### src/verilog/fpexc_consts.svh
/*
 fpexc_consts.svh: field positions, trap-type codes and reset values of
 the floating-point status register and of the exception logic.
 assumes: included by bare name wherever the fields are decoded.
*/
`ifndef FPEXC_CONSTS_SVH
`define FPEXC_CONSTS_SVH

// exception group: invalid, overflow, underflow, division by zero, inexact
`define FPEXC_NV 4
`define FPEXC_OF 3
`define FPEXC_UF 2
`define FPEXC_DZ 1
`define FPEXC_NX 0
`define FPEXC_GRP_W 5
`define FPEXC_GRP_ZERO 5'h00

// status register fields
`define FPEXC_CEXC_HI 4
`define FPEXC_CEXC_LO 0
`define FPEXC_AEXC_HI 9
`define FPEXC_AEXC_LO 5
`define FPEXC_TEM_HI 27
`define FPEXC_TEM_LO 23
`define FPEXC_NS_BIT 22
`define FPEXC_FTT_HI 16
`define FPEXC_FTT_LO 14
`define FPEXC_SR_W 64
`define FPEXC_SR_RESET 64'h0000_0000_0000_0000
`define FPEXC_SR_LOW_MASK 64'h0000_0000_ffff_ffff
// writable bits: fcc fields, rounding, tem, ns, aexc, cexc
`define FPEXC_SR_WR_MASK 64'h0000_003f_cfc0_0fff

// trap-type codes
`define FPEXC_FTT_W 3
`define FPEXC_FTT_NONE 3'h0
`define FPEXC_FTT_STD 3'h1
`define FPEXC_FTT_INCOMPLETE 3'h2
`define FPEXC_FTT_UNSUPPORTED 3'h3

// biased result exponent window for incomplete multiply and divide
`define FPEXC_ER_W 13
`define FPEXC_ER_MIN_SGL 13'sh1fe7
`define FPEXC_ER_MIN_DBL 13'sh1fca
`define FPEXC_ER_MAX 13'sh0001

`endif

### src/verilog/fpexc_pkg.sv
/*
 fpexc_pkg.sv: types shared by the exception unit and its incomplete-op
 checker.
 assumes: fpexc_consts.svh supplies the numeric constants.
*/
`include "fpexc_consts.svh"

package fpexc_pkg;
   // operation classes, one-hot
   typedef enum logic [6:0] {
      FPEXC_OP_ADDSUB = 7'h01,
      FPEXC_OP_MUL = 7'h02,
      FPEXC_OP_DIV = 7'h04,
      FPEXC_OP_SQRT = 7'h08,
      FPEXC_OP_CVT = 7'h10,
      FPEXC_OP_SMULD = 7'h20,
      FPEXC_OP_OTHER = 7'h40
   } fpexc_op_t;

   typedef logic [`FPEXC_GRP_W-1:0] fpexc_grp_t;
   typedef logic [`FPEXC_FTT_W-1:0] fpexc_ftt_t;
endpackage : fpexc_pkg

### src/verilog/fpexc_if.sv
/*
 fpexc_if.sv: carries an operation's class and operand facts from the
 exception unit to the incomplete-op checker and the verdict back.
 assumes: both ends share one clock; the signals are combinational.
*/
`timescale 1ns/100ps
`default_nettype none
`include "fpexc_consts.svh"

interface fpexc_if;
   fpexc_pkg::fpexc_op_t opClass;
   logic isDouble;
   logic anySubnormal;
   logic productZero;
   logic signed [`FPEXC_ER_W-1:0] resultExp;
   logic flushEffective;
   logic incomplete;

   modport unit (output opClass, isDouble, anySubnormal, productZero,
      resultExp, flushEffective, input incomplete);
   modport check (input opClass, isDouble, anySubnormal, productZero,
      resultExp, flushEffective, output incomplete);
endinterface : fpexc_if

`default_nettype wire

### src/verilog/fpexc_incomplete.sv
/*
 fpexc_incomplete.sv: decides whether an operation must be handed to
 software as incomplete (subnormal operands, risky result exponents).
 assumes: operand facts are stable in the cycle the unit samples them.
*/
`timescale 1ns/100ps
`default_nettype none
`include "fpexc_consts.svh"

module fpexc_incomplete (
   // link to the exception unit
   fpexc_if.check chk
);
   wire logic erAboveMin;
   wire logic erBelowMax;
   wire logic erInWindow;
   wire logic noFlush;
   wire logic sbnOps;
   wire logic mulCase;
   wire logic divCase;

   // flushing off (interval mode already folded in) enables these traps
   assign noFlush = !chk.flushEffective;
   assign erAboveMin = chk.isDouble ?
      (chk.resultExp > `FPEXC_ER_MIN_DBL) :
      (chk.resultExp > `FPEXC_ER_MIN_SGL);
   assign erBelowMax = chk.resultExp <= `FPEXC_ER_MAX;
   assign erInWindow = erAboveMin && erBelowMax;

   // subnormal operands to these classes go to software whenever flushing is off
   assign sbnOps = chk.anySubnormal &&
      (chk.opClass == fpexc_pkg::FPEXC_OP_ADDSUB ||
       chk.opClass == fpexc_pkg::FPEXC_OP_DIV ||
       chk.opClass == fpexc_pkg::FPEXC_OP_SQRT ||
       chk.opClass == fpexc_pkg::FPEXC_OP_CVT ||
       chk.opClass == fpexc_pkg::FPEXC_OP_SMULD);
   // a zero product with a subnormal operand is exact, hardware keeps it
   assign mulCase = chk.opClass == fpexc_pkg::FPEXC_OP_MUL &&
      !chk.productZero && (chk.anySubnormal || erInWindow);
   assign divCase = chk.opClass == fpexc_pkg::FPEXC_OP_DIV &&
      erInWindow;

   assign chk.incomplete = noFlush && (sbnOps || mulCase || divCase);
endmodule : fpexc_incomplete

`default_nettype wire

### src/verilog/fpexc_unit.sv
/*
 fpexc_unit.sv: floating-point exception detection, current and accrued
 flags, trap-type field and trap decision, with the status register that
 the status load and store instructions reach.
 assumes: the datapath presents one completing operation per opDone pulse
 with its raw facts, all on mclk; loads and stores arrive as pulses and
 never in the same cycle as opDone.
*/
// Function
// - on any trap accrued flags stay unchanged
// - misc trap types never touch current flags
// - trapping operation blocks register and fcc writes
// - unimplemented operation gives unsupported trap type
// - every quad variant is reported unsupported
// - mask bits 27..23 gate the standard trap
// - mask AND current traps, else OR into accrued
// - both status loads write the accrued field
// - bits 4..0 hold last operation's exceptions
// - taken standard trap sets exactly one current bit
// - unmasked overflow sets overflow and inexact only
// - masked overflow or inexact traps with single bit
// - unmasked underflow sets underflow and inexact only
// - masked underflow or inexact traps with single bit
// - non-standard traps leave current flags untouched
// - underflow before rounding, never for exact zero
// - nonzero finite over zero flags division by zero
// - improper operands such as 0/0 flag invalid
// - overflow when unbounded rounded result exceeds max
// - inexact when rounded differs from exact result
// - subnormal operands trap incomplete when flushing off
// - multiply traps only nonzero product, exponent window
// - trap type field 16..14 encodes the cause
// - interval mode forces flushing off
`timescale 1ns/100ps
`default_nettype none
`include "fpexc_consts.svh"

module fpexc_unit (
   // clock and reset
   input wire logic mclk,
   input wire logic reset,
   // completing operate instruction
   input wire logic opDone,
   input wire fpexc_pkg::fpexc_op_t opClass,
   input wire logic opDouble,
   input wire logic opQuad,
   input wire logic opUnimplemented,
   // operand facts
   input wire logic anySubnormal,
   input wire logic improperOperand,
   input wire logic dividendZero,
   input wire logic dividendFinite,
   input wire logic divisorZero,
   input wire logic productZero,
   input wire logic signed [`FPEXC_ER_W-1:0] resultExp,
   // result facts
   input wire logic roundedOverMax,
   input wire logic unroundedZero,
   input wire logic tinyBeforeRound,
   input wire logic accuracyLost,
   input wire logic roundedDiffers,
   // mode from the graphics status
   input wire logic intervalMode,
   // status load and store
   input wire logic loadWord,
   input wire logic loadDouble,
   input wire logic [`FPEXC_SR_W-1:0] loadData,
   input wire logic storeDone,
   // status and trap outputs
   output logic [`FPEXC_SR_W-1:0] statusReg,
   output logic stdTrap,
   output logic miscTrap,
   output logic resultCommit
);
   fpexc_if link ();

   logic [`FPEXC_SR_W-1:0] status_reg;
   logic [`FPEXC_SR_W-1:0] status_next;
   logic stdTrap_reg;
   logic stdTrap_next;
   logic miscTrap_reg;
   logic miscTrap_next;
   logic commit_reg;
   logic commit_next;

   wire fpexc_pkg::fpexc_grp_t trapMask;
   wire fpexc_pkg::fpexc_grp_t curFlags;
   wire fpexc_pkg::fpexc_grp_t accFlags;
   wire fpexc_pkg::fpexc_grp_t detected;
   wire fpexc_pkg::fpexc_grp_t trapHits;
   wire fpexc_pkg::fpexc_grp_t trapCexc;
   wire fpexc_pkg::fpexc_grp_t newCexc;
   wire fpexc_pkg::fpexc_grp_t newAexc;
   wire fpexc_pkg::fpexc_ftt_t newFtt;
   wire logic flushBit;
   wire logic flushEffective;
   wire logic unsupported;
   wire logic incomplete;
   wire logic stdTake;
   wire logic miscTake;
   wire logic isDiv;
   wire logic excInvalid;
   wire logic excOverflow;
   wire logic excUnderflow;
   wire logic excDivZero;
   wire logic excInexact;
   wire logic [`FPEXC_SR_W-1:0] loadMask;
   wire logic [`FPEXC_SR_W-1:0] loadMerged;
   wire logic [`FPEXC_SR_W-1:0] opMerged;

   // keeps the highest-priority bit so a taken trap reports one cause
   function automatic fpexc_pkg::fpexc_grp_t pickOne(
      input fpexc_pkg::fpexc_grp_t hits);
      fpexc_pkg::fpexc_grp_t sel;
      sel = `FPEXC_GRP_ZERO;
      if (hits[`FPEXC_NV]) begin
         sel[`FPEXC_NV] = 1'b1;
      end else if (hits[`FPEXC_OF]) begin
         sel[`FPEXC_OF] = 1'b1;
      end else if (hits[`FPEXC_UF]) begin
         sel[`FPEXC_UF] = 1'b1;
      end else if (hits[`FPEXC_DZ]) begin
         sel[`FPEXC_DZ] = 1'b1;
      end else if (hits[`FPEXC_NX]) begin
         sel[`FPEXC_NX] = 1'b1;
      end
      return sel;
   endfunction : pickOne

   // status field views
   assign trapMask = status_reg[`FPEXC_TEM_HI:`FPEXC_TEM_LO];
   assign curFlags = status_reg[`FPEXC_CEXC_HI:`FPEXC_CEXC_LO];
   assign accFlags = status_reg[`FPEXC_AEXC_HI:`FPEXC_AEXC_LO];
   assign flushBit = status_reg[`FPEXC_NS_BIT];

   // interval mode overrides the flush setting
   assign flushEffective = flushBit && !intervalMode;

   // incomplete-operation checker
   assign link.opClass = opClass;
   assign link.isDouble = opDouble;
   assign link.anySubnormal = anySubnormal;
   assign link.productZero = productZero;
   assign link.resultExp = resultExp;
   assign link.flushEffective = flushEffective;
   assign incomplete = link.incomplete;

   fpexc_incomplete u_incomplete (
      .chk(link.check)
   );

   // exception detection
   assign isDiv = opClass == fpexc_pkg::FPEXC_OP_DIV;
   assign excInvalid = improperOperand ||
      (isDiv && dividendZero && divisorZero);
   // 0/0 lands in invalid above, never here
   assign excDivZero = isDiv && divisorZero && dividendFinite &&
      !dividendZero;
   assign excOverflow = roundedOverMax;
   // tininess is judged on the unrounded value; loss only matters unmasked
   assign excUnderflow = !unroundedZero && tinyBeforeRound &&
      (trapMask[`FPEXC_UF] || accuracyLost);
   // overflow and masked-off underflow always carry inexact with them
   assign excInexact = roundedDiffers || excOverflow ||
      (excUnderflow && !trapMask[`FPEXC_UF]);

   assign detected[`FPEXC_NV] = excInvalid;
   assign detected[`FPEXC_OF] = excOverflow;
   assign detected[`FPEXC_UF] = excUnderflow;
   assign detected[`FPEXC_DZ] = excDivZero;
   assign detected[`FPEXC_NX] = excInexact;

   // trap decision
   assign unsupported = opUnimplemented || opQuad;
   assign miscTake = unsupported || incomplete;
   assign trapHits = trapMask & detected;
   assign stdTake = !miscTake && (trapHits != `FPEXC_GRP_ZERO);
   // overflow under an enabled mask wins over inexact, and inexact alone
   // is reported when only its mask is set
   assign trapCexc = pickOne(trapHits);

   // new fields after a completing operation
   assign newCexc = miscTake ? curFlags :
      (stdTake ? trapCexc : detected);
   assign newAexc = (miscTake || stdTake) ? accFlags :
      (accFlags | detected);
   assign newFtt = unsupported ? `FPEXC_FTT_UNSUPPORTED :
      incomplete ? `FPEXC_FTT_INCOMPLETE :
      stdTake ? `FPEXC_FTT_STD : `FPEXC_FTT_NONE;

   assign opMerged = {
      status_reg[`FPEXC_SR_W-1:`FPEXC_FTT_HI+1],
      newFtt,
      status_reg[`FPEXC_FTT_LO-1:`FPEXC_AEXC_HI+1],
      newAexc,
      newCexc
   };

   // loads leave trap type, version and reserved bits alone
   assign loadMask = loadDouble ? `FPEXC_SR_WR_MASK :
      (`FPEXC_SR_WR_MASK & `FPEXC_SR_LOW_MASK);
   assign loadMerged = (status_reg & ~loadMask) |
      (loadData & loadMask);

   always_comb begin
      status_next = status_reg;
      stdTrap_next = 1'b0;
      miscTrap_next = 1'b0;
      commit_next = 1'b0;
      if (opDone) begin
         status_next = opMerged;
         stdTrap_next = stdTake;
         miscTrap_next = miscTake;
         // a trapping operation may not write results or fcc fields
         commit_next = !(stdTake || miscTake);
      end else if (loadWord || loadDouble) begin
         status_next = loadMerged;
      end else if (storeDone) begin
         // a completed status store clears the trap type
         status_next[`FPEXC_FTT_HI:`FPEXC_FTT_LO] = `FPEXC_FTT_NONE;
      end
   end

   always_ff @(posedge mclk or posedge reset) begin
      if (reset) begin
         status_reg <= `FPEXC_SR_RESET;
         stdTrap_reg <= 1'b0;
         miscTrap_reg <= 1'b0;
         commit_reg <= 1'b0;
      end else begin
         status_reg <= status_next;
         stdTrap_reg <= stdTrap_next;
         miscTrap_reg <= miscTrap_next;
         commit_reg <= commit_next;
      end
   end

   // outputs
   assign statusReg = status_reg;
   assign stdTrap = stdTrap_reg;
   assign miscTrap = miscTrap_reg;
   assign resultCommit = commit_reg;
endmodule : fpexc_unit

`default_nettype wire

### config.mk
export PLATFORM = sky130hd
export DESIGN_NAME = fpexc_unit
export DESIGN_NICKNAME = d
export VERILOG_FILES = /design/src/verilog/fpexc_pkg.sv /design/src/verilog/fpexc_if.sv /design/src/verilog/fpexc_incomplete.sv /design/src/verilog/fpexc_unit.sv
export VERILOG_INCLUDE_DIRS = /design/src /design/src/verilog
export SDC_FILE = /design/constraint.sdc
export NUM_CORES = 1
export LEC_CHECK = 0
export BUFFER_PORTS_ARGS = -buffer_cell sky130_fd_sc_hd__buf_2
export CORE_MARGIN = 2
export CORE_UTILIZATION = 37
export DETAILED_ROUTE_END_ITERATION = 6
export GPL_ROUTABILITY_DRIVEN = 0
export PLACE_DENSITY = 0.8
export SLEW_MARGIN = 20
export SYNTH_ARGS = -nofsm -noshare
export SYNTH_HDL_FRONTEND = slang
export SYNTH_SLANG_ARGS = --single-unit
### constraint.sdc
create_clock -name mclk -period 1.9 [get_ports mclk]
set_clock_uncertainty 0.2 [all_clocks]
set_input_delay 0 -clock mclk [delete_from_list [all_inputs] [get_ports mclk]]
set_output_delay 0 -clock mclk [all_outputs]
set_load 0.05 [all_outputs]
Yosys cells after proc, flatten, opt, wreduce, memory -nomap -nowiden
Index checks and enable logic that the tools add are counted.

Bits in registers: 67. Latch bits: 0. Bits in writable memories: 0. Memory bits (read-only): 0. Input bits: 105. Output and inout bits: 67. Word-level logic and storage cells: 94. Memories kept: 0.

Add/sub/neg operators: 0. $mul: 0. Divide/modulo/power cells: 0. $lt $le $gt $ge: 3. Equal/unequal tests: 8. Shifts and indexed selects: 0. Multiplexer cells: 24. Bitwise operators: 7. Reductions and logical operators: 45.

Operators with widths (number): $and 64x38->64 (1); $and 64x64->64 (1); $not 38->64 (1); $or 64x64->64 (1); $mux 38 (1); $mux 17 (1); $logic_and 1x1->1 (16); $logic_or 1x1->1 (15); $mux 5 (3); $mux 14 (1); $gt 13x6->1 const B (1); $gt 13x7->1 const B (1); $le 13x2->1 const B (1); $mux 1 (11); $mux 3 (3); $logic_not 1->1 (8); $eq 7x1->1 const B (1); $eq 7x2->1 const B (1); $eq 7x3->1 const B (1); $eq 7x4->1 const B (1); $eq 7x5->1 const B (1); $eq 7x6->1 const B (1); $mux 2 (3); $reduce_and 2->1 (3); 8 further kinds (9).

Depth between registers and ports, before layout
Word-level depth: 16. Depth in mapped cells: 7. Mapped depth without buffers: 6.

Hierarchy
A second synthesis with hierarchy kept.

Cells, all modules: 199. Area total of the unflattened synthesis: 1971.9 um^2.

Modules (own cells, without submodules): fpexc_unit (times used 1, cells an instance 174, area an instance 1796.7 um^2); fpexc_incomplete (times used 1, cells an instance 25, area an instance 175.2 um^2).

Least setup slack after synthesis
Ideal clock, no wire load.

Kind: register to register. From: register status_reg[22] (netlist: statusReg[22]). To: register status_reg[3] (netlist: statusReg[3]). Arrival: 1694 ps. Setup slack: -128 ps. Stages on the path, launching flop included: 7. Path buffers: 1. Period minus slack after synthesis: 2028 ps. Cells stage by stage: dfrtp_1 -> nor2b_1 -> o41ai_2 -> a211oi_4 -> buf_6 -> o2111ai_1 -> o211ai_1.

Word-level cells in the longest chain between the ends: 9. Elaborated cells on any way between the ends: 11.

RTL lines: start: declaration (RTL line fpexc_unit.sv:77) `` logic [`FPEXC_SR_W-1:0] status_reg; ``; start signal: assignment (RTL line fpexc_unit.sv:226) `` status_reg <= `FPEXC_SR_RESET; ``; start signal: assignment (RTL line fpexc_unit.sv:231) `status_reg <= status_next;`; $logic_and 1x1->1 * (RTL line fpexc_unit.sv:137) `assign flushEffective = flushBit && !intervalMode;`; $logic_not 1->1 * (RTL line fpexc_incomplete.sv:23) `assign noFlush = !chk.flushEffective;`; $logic_and 1x1->1 * (RTL line fpexc_incomplete.sv:43) `assign chk.incomplete = noFlush && (sbnOps || mulCase || divCase);`; $logic_or 1x1->1 * (RTL line fpexc_unit.sv:175) `assign miscTake = unsupported || incomplete;`; $logic_not 1->1 (RTL line fpexc_unit.sv:177) `` assign stdTake = !miscTake && (trapHits != `FPEXC_GRP_ZERO); ``; $logic_and 1x1->1 (RTL line fpexc_unit.sv:177); $mux 5 (RTL line fpexc_unit.sv:184) `(stdTake ? trapCexc : detected);`; $mux 5 (RTL line fpexc_unit.sv:183) `assign newCexc = miscTake ? curFlags :`; $mux 17 (RTL line fpexc_unit.sv:210) `if (opDone) begin`.

Every way passes the cells marked *; elsewhere a longest branch is shown, timed or not. The select of a mux whose other input is x is not followed. A chain may end at the register's enable or synchronous reset.

Worst setup path after layout
From: register status_reg[22] (netlist: statusReg[22]). To: register status_reg[14] (netlist: statusReg[14]).

Word-level cells in the longest chain between the ends: 10.

RTL lines (RTL line): $logic_and 1x1->1 * (fpexc_unit.sv:137); $logic_not 1->1 * (fpexc_incomplete.sv:23); $logic_and 1x1->1 * (fpexc_incomplete.sv:43); $logic_or 1x1->1 (fpexc_unit.sv:175); $logic_not 1->1 (fpexc_unit.sv:177); $logic_and 1x1->1 (fpexc_unit.sv:177); $mux 1 (no source line); $mux 2 (no source line) * (2 in series); $mux 17 * (fpexc_unit.sv:210).

Every way passes the cells marked *; elsewhere a longest branch is shown, timed or not.

==> metrics.txt <==
# TYPE chip_impl_metric gauge
chip_impl_metric{name="timing.critical_path.required",unit="ns"} 1.86
chip_impl_metric{name="gr-total-overflow",unit=""} 0
chip_impl_metric{name="internal_power",unit="mW"} 1.306
chip_impl_metric{name="maxSlewViolCount",unit=""} 0
chip_impl_metric{name="finalWorstSetupSlack",unit="ns"} 0.06850
chip_impl_metric{name="final_min_period_over_clock_period",unit=""} 0.9639
chip_impl_metric{name="finalPower",unit="mW"} 2.250
chip_impl_metric{name="dieArea",unit="sq mm"} 0.005662
chip_impl_metric{name="detail_route.vias_per_cell",unit=""} 4.532
chip_impl_metric{name="nNetsFinal",unit=""} 460
chip_impl_metric{name="remaining_drc_errors",unit=""} 0
chip_impl_metric{name="area_occupied_by_registers",unit="sq um"} 777.0
chip_impl_metric{name="total_buffers_and_inverters_traversed_by_the_critical_path",unit=""} 2
chip_impl_metric{name="multi_input_comb_area",unit="sq um"} 937.1
chip_impl_metric{name="post_drt_wl_per_cell",unit="um"} 12.76
chip_impl_metric{name="cts.sinks",unit=""} 31
chip_impl_metric{name="antenna_found_initial",unit=""} 0
chip_impl_metric{name="fraction_of_power_consumed_by_combinational_cells",unit=""} 0.415
chip_impl_info{name="tritoncts",value="done"} 1
chip_impl_metric{name="io_buffer_count",unit=""} 97
chip_impl_metric{name="post_dp_cell_area",unit="sq mm"} 0.002412
chip_impl_metric{name="cts-buffers-inserted",unit=""} 5
chip_impl_metric{name="synth_top_area_share",unit=""} 0.4131
chip_impl_info{name="critPathKind",value="reg -> reg"} 1
chip_impl_metric{name="synth_cells",unit=""} 202
chip_impl_metric{name="clk_transition_reported_paths",unit="ns"} 0.07
chip_impl_metric{name="route.antenna.remaining_nets",unit=""} 0
chip_impl_info{name="hold_class",value="in -> reg"} 1
chip_impl_metric{name="ir_worst_vdd",unit="uV"} 674.5
chip_impl_info{name="synthTopCellsByArea",value="sky130_fd_sc_hd__dfrtp_1 (41%), sky130_fd_sc_hd__buf_4 (14%), sky130_fd_sc_hd__nand2_1 (7.2%), sky130_fd_sc_hd__mux2_2 (3.6%), sky130_fd_sc_hd__a21oi_1 (2.7%)"} 1
chip_impl_info{name="critPathTopFamily",value="simple AND/OR/NAND/NOR gates"} 1
chip_impl_metric{name="io_pins",unit=""} 172
chip_impl_info{name="grt_setup_unrepaired",value="true"} 1
chip_impl_metric{name="grt_max_degree",unit=""} 32
chip_impl_metric{name="holdWs",unit="ns"} 0.03807
chip_impl_metric{name="drtPass1Iterations",unit=""} 5
chip_impl_info{name="cp_slowest_cell",value="sky130_fd_sc_hd__dfrtp_2"} 1
chip_impl_metric{name="num-fill-cells",unit=""} 419
chip_impl_metric{name="power_density",unit="mW/mm^2"} 767.6
chip_impl_metric{name="p_switching",unit="mW"} 0.9447
chip_impl_metric{name="syn-mean-instance-area",unit="sq um"} 9.297
chip_impl_metric{name="critPathMaxStageDelay",unit="ns"} 0.40
chip_impl_metric{name="vias_in_the_first_global_route",unit=""} 1909
chip_impl_metric{name="final_layout_size_suffix_gt1_frac",unit=""} 0.3876
chip_impl_metric{name="dieWidth",unit="um"} 75.25
chip_impl_metric{name="ctsHtreeMaxLevel",unit=""} 2
chip_impl_info{name="run_status",value="completed"} 1
chip_impl_info{name="endpoint_kind",value="register"} 1
chip_impl_metric{name="globalRouteTotalUtil",unit=""} 0.2001
chip_impl_metric{name="dp_worst_setup_slack",unit="ns"} 0.02768
chip_impl_metric{name="initial_standard_cell_utilization_of_the_core",unit=""} 0.3899
chip_impl_metric{name="routed_wl",unit="um"} 5398
chip_impl_metric{name="synth_cell_type_count",unit=""} 40
chip_impl_metric{name="pwr-share-clk",unit=""} 0.236
chip_impl_metric{name="grt_pass1_wl",unit="um"} 8480
chip_impl_metric{name="final_setup_vio_count",unit=""} 0
chip_impl_info{name="ctsRootBufferMaster",value="sky130_fd_sc_hd__clkbuf_8"} 1
chip_impl_metric{name="synth_sequential_area_ratio",unit=""} 0.4131
chip_impl_metric{name="areaGrowthSynthToFinish",unit="%"} 56.10
chip_impl_metric{name="hold_viol",unit=""} 0
chip_impl_metric{name="power.leakage",unit="nW"} 1.499
chip_impl_metric{name="dpl.hpwl",unit="um"} 3628
chip_impl_metric{name="core_region_area",unit="sq mm"} 0.004817
chip_impl_metric{name="cts.repair_timing.setup_buffer_count",unit=""} 0
chip_impl_metric{name="finish.instance_area",unit="sq mm"} 0.002932
chip_impl_metric{name="clock_insertion_delay_worst_skew",unit="ns"} 0.28
chip_impl_metric{name="drt_iter0_markers",unit=""} 94
chip_impl_metric{name="timing.fmax",unit="MHz"} 546.0
chip_impl_metric{name="final_period_minus_worst_setup_slack",unit="ns"} 1.832
chip_impl_metric{name="ys_seq_elements",unit=""} 31
chip_impl_metric{name="vias",unit=""} 1917
chip_impl_metric{name="share_seq_of_total_power",unit=""} 0.350
chip_impl_metric{name="cap_viol_max_count",unit=""} 0
chip_impl_metric{name="worst-path-max-fanout",unit=""} 16
chip_impl_metric{name="yosys_warnings",unit=""} 0
chip_impl_info{name="cells_along_the_critical_path",value="nor2b_4, nor4b_2, buf_4, a211oi_4, buf_12, nor2b_4, a211o_1"} 1
chip_impl_info{name="start_kind",value="register"} 1
chip_impl_info{name="cp_common_cell",value="sky130_fd_sc_hd__nor2b_4"} 1
chip_impl_metric{name="die_h",unit="um"} 75.25
chip_impl_metric{name="arrival",unit="ns"} 1.79
chip_impl_metric{name="sw_frac_of_total",unit=""} 0.4198
chip_impl_info{name="synth_area_leader_cell",value="sky130_fd_sc_hd__dfrtp_1"} 1
chip_impl_metric{name="placementRows",unit=""} 25
chip_impl_metric{name="syn_area",unit="sq mm"} 0.001878
chip_impl_metric{name="antennaDiodeCount",unit=""} 0
chip_impl_metric{name="clk_path_buf_depth",unit=""} 2
-- layer usage --
layer | GRT usage | part of all wire | vias to the layer above
met5 | 0 | 0 | -
met4 | 0.06628 | 0.033 | 0
met2 | 0.3772 | 0.53 | 92
li1 | - | - | 936
met3 | 0.05489 | 0.059 | 20
met1 | 0.2143 | 0.37 | 869
-- power by group through the flow --
stage	sequential, mW	combinational [mW]	clock, mW
2_1_floorplan	1.09	0.397	0
3_5_place_dp	0.797	0.856	0
4_1_cts	0.785	0.924	0.551
5_1_grt	0.801	0.994	0.581
3_3_place_gp	0.794	0.845	0
6_report	0.787	0.933	0.530
-- worst paths after layout --
check	slack, ns	end	depth (start not counted)	startpoint
worst max register to register	0.07	statusReg[14]$_DFFE_PP0P_	7	statusReg[22]$_DFFE_PP0P_
worst min-delay path	0.04	statusReg[1]$_DFFE_PP0P_	5	dividendZero
worst min register to register	0.27	statusReg[11]$_DFFE_PP0P_	2	statusReg[11]$_DFFE_PP0P_
worst max-delay path	0.07	statusReg[14]$_DFFE_PP0P_	7	statusReg[22]$_DFFE_PP0P_
max in group asynchronous	1.03	statusReg[22]$_DFFE_PP0P_	4	reset
min in group asynchronous	0.16	statusReg[30]$_DFFE_PP0P_	4	reset
-- Yosys cell counts (all sizes together) --
master   number
nor4bb        1
mux2          6
o2111ai       2
and2          1
a21o          2
nor4b         3
mux2i         3
a21oi        10
nand2b        2
and4b         1
inv           5
conb          1
o21a          1
nand3         2
dfrtp        31
a22oi         1
nor3b         1
or3b          1
a211oi        3
nor4          4
o41ai         2
o211ai        3
o21ai         9
nor2b         4
clkbuf        4
a31oi         5
nand2        36
a211o         1
a2bb2oi       1
nand4         2
a31o          1
nor2         13
a311oi        1
buf          38
xor2          1
-- cell usage in the layout, fill, tap and decap left out, types with 5 or more instances in the layout --
cell                            synthesis  final
sky130_fd_sc_hd__buf_2                  0     97
sky130_fd_sc_hd__buf_4                 36     13
sky130_fd_sc_hd__a21oi_1               10     10
sky130_fd_sc_hd__dfrtp_1               31     30
sky130_fd_sc_hd__a31oi_1                5      5
sky130_fd_sc_hd__conb_1                 1     36
sky130_fd_sc_hd__inv_1                  5      5
sky130_fd_sc_hd__clkbuf_8               0      6
sky130_fd_sc_hd__mux2_2                 6      6
sky130_fd_sc_hd__dlygate4sd3_1          0     42
sky130_fd_sc_hd__nand2_1               36     36
sky130_fd_sc_hd__nor2_1                13     13
-- kinds of logic after synthesis --
group / Yosys count / synth area share
compound gates: 42 / 0.1672
other cells: 1 / 0.001997
mux: 9 / 0.05196
simple gates: 71 / 0.1872
buf+inv: 47 / 0.1739
flops: 31 / 0.4131
xor+xnor: 1 / 0.004664
-- per-stage QoR --
stage               utilization  setup TNS, ns  std cells
finish                   0.6086              0        423
global route             0.6086       -0.01636        423
CTS                      0.6070              0        423
detailed placement       0.5008              0        373
global placement         0.5008              0        373
floorplan                     -              0        237
-- tightest hold or removal path, stage by stage --
cell and delay [ns]:
sky130_fd_sc_hd__buf_2 0.09, sky130_fd_sc_hd__a31o_2 0.17, sky130_fd_sc_hd__a22oi_2 0.08, sky130_fd_sc_hd__nand3_1 0.09
sky130_fd_sc_hd__o21ai_1 0.06
-- timing repair --
| item | in CTS | in global routing |
|---|---|---|
| hold endpoints to repair | 60 | 0 |
| endpoints found under the setup margin | 0 | 6 |
| gates resized for setup | 0 | 2 |
| hold buffers | 42 | 0 |
-- area by class of cell --
type | instances | area share
tap | 67 | 0.02860
sequential | 31 | 0.2650
clock inverter | 1 | 0.001707
inverter | 5 | 0.006402
multi-input combinational | 159 | 0.3197
clock buffer | 7 | 0.02945
timing repair buffer | 153 | 0.3491
No activity file was read; power rests on OpenSTA's default activity.
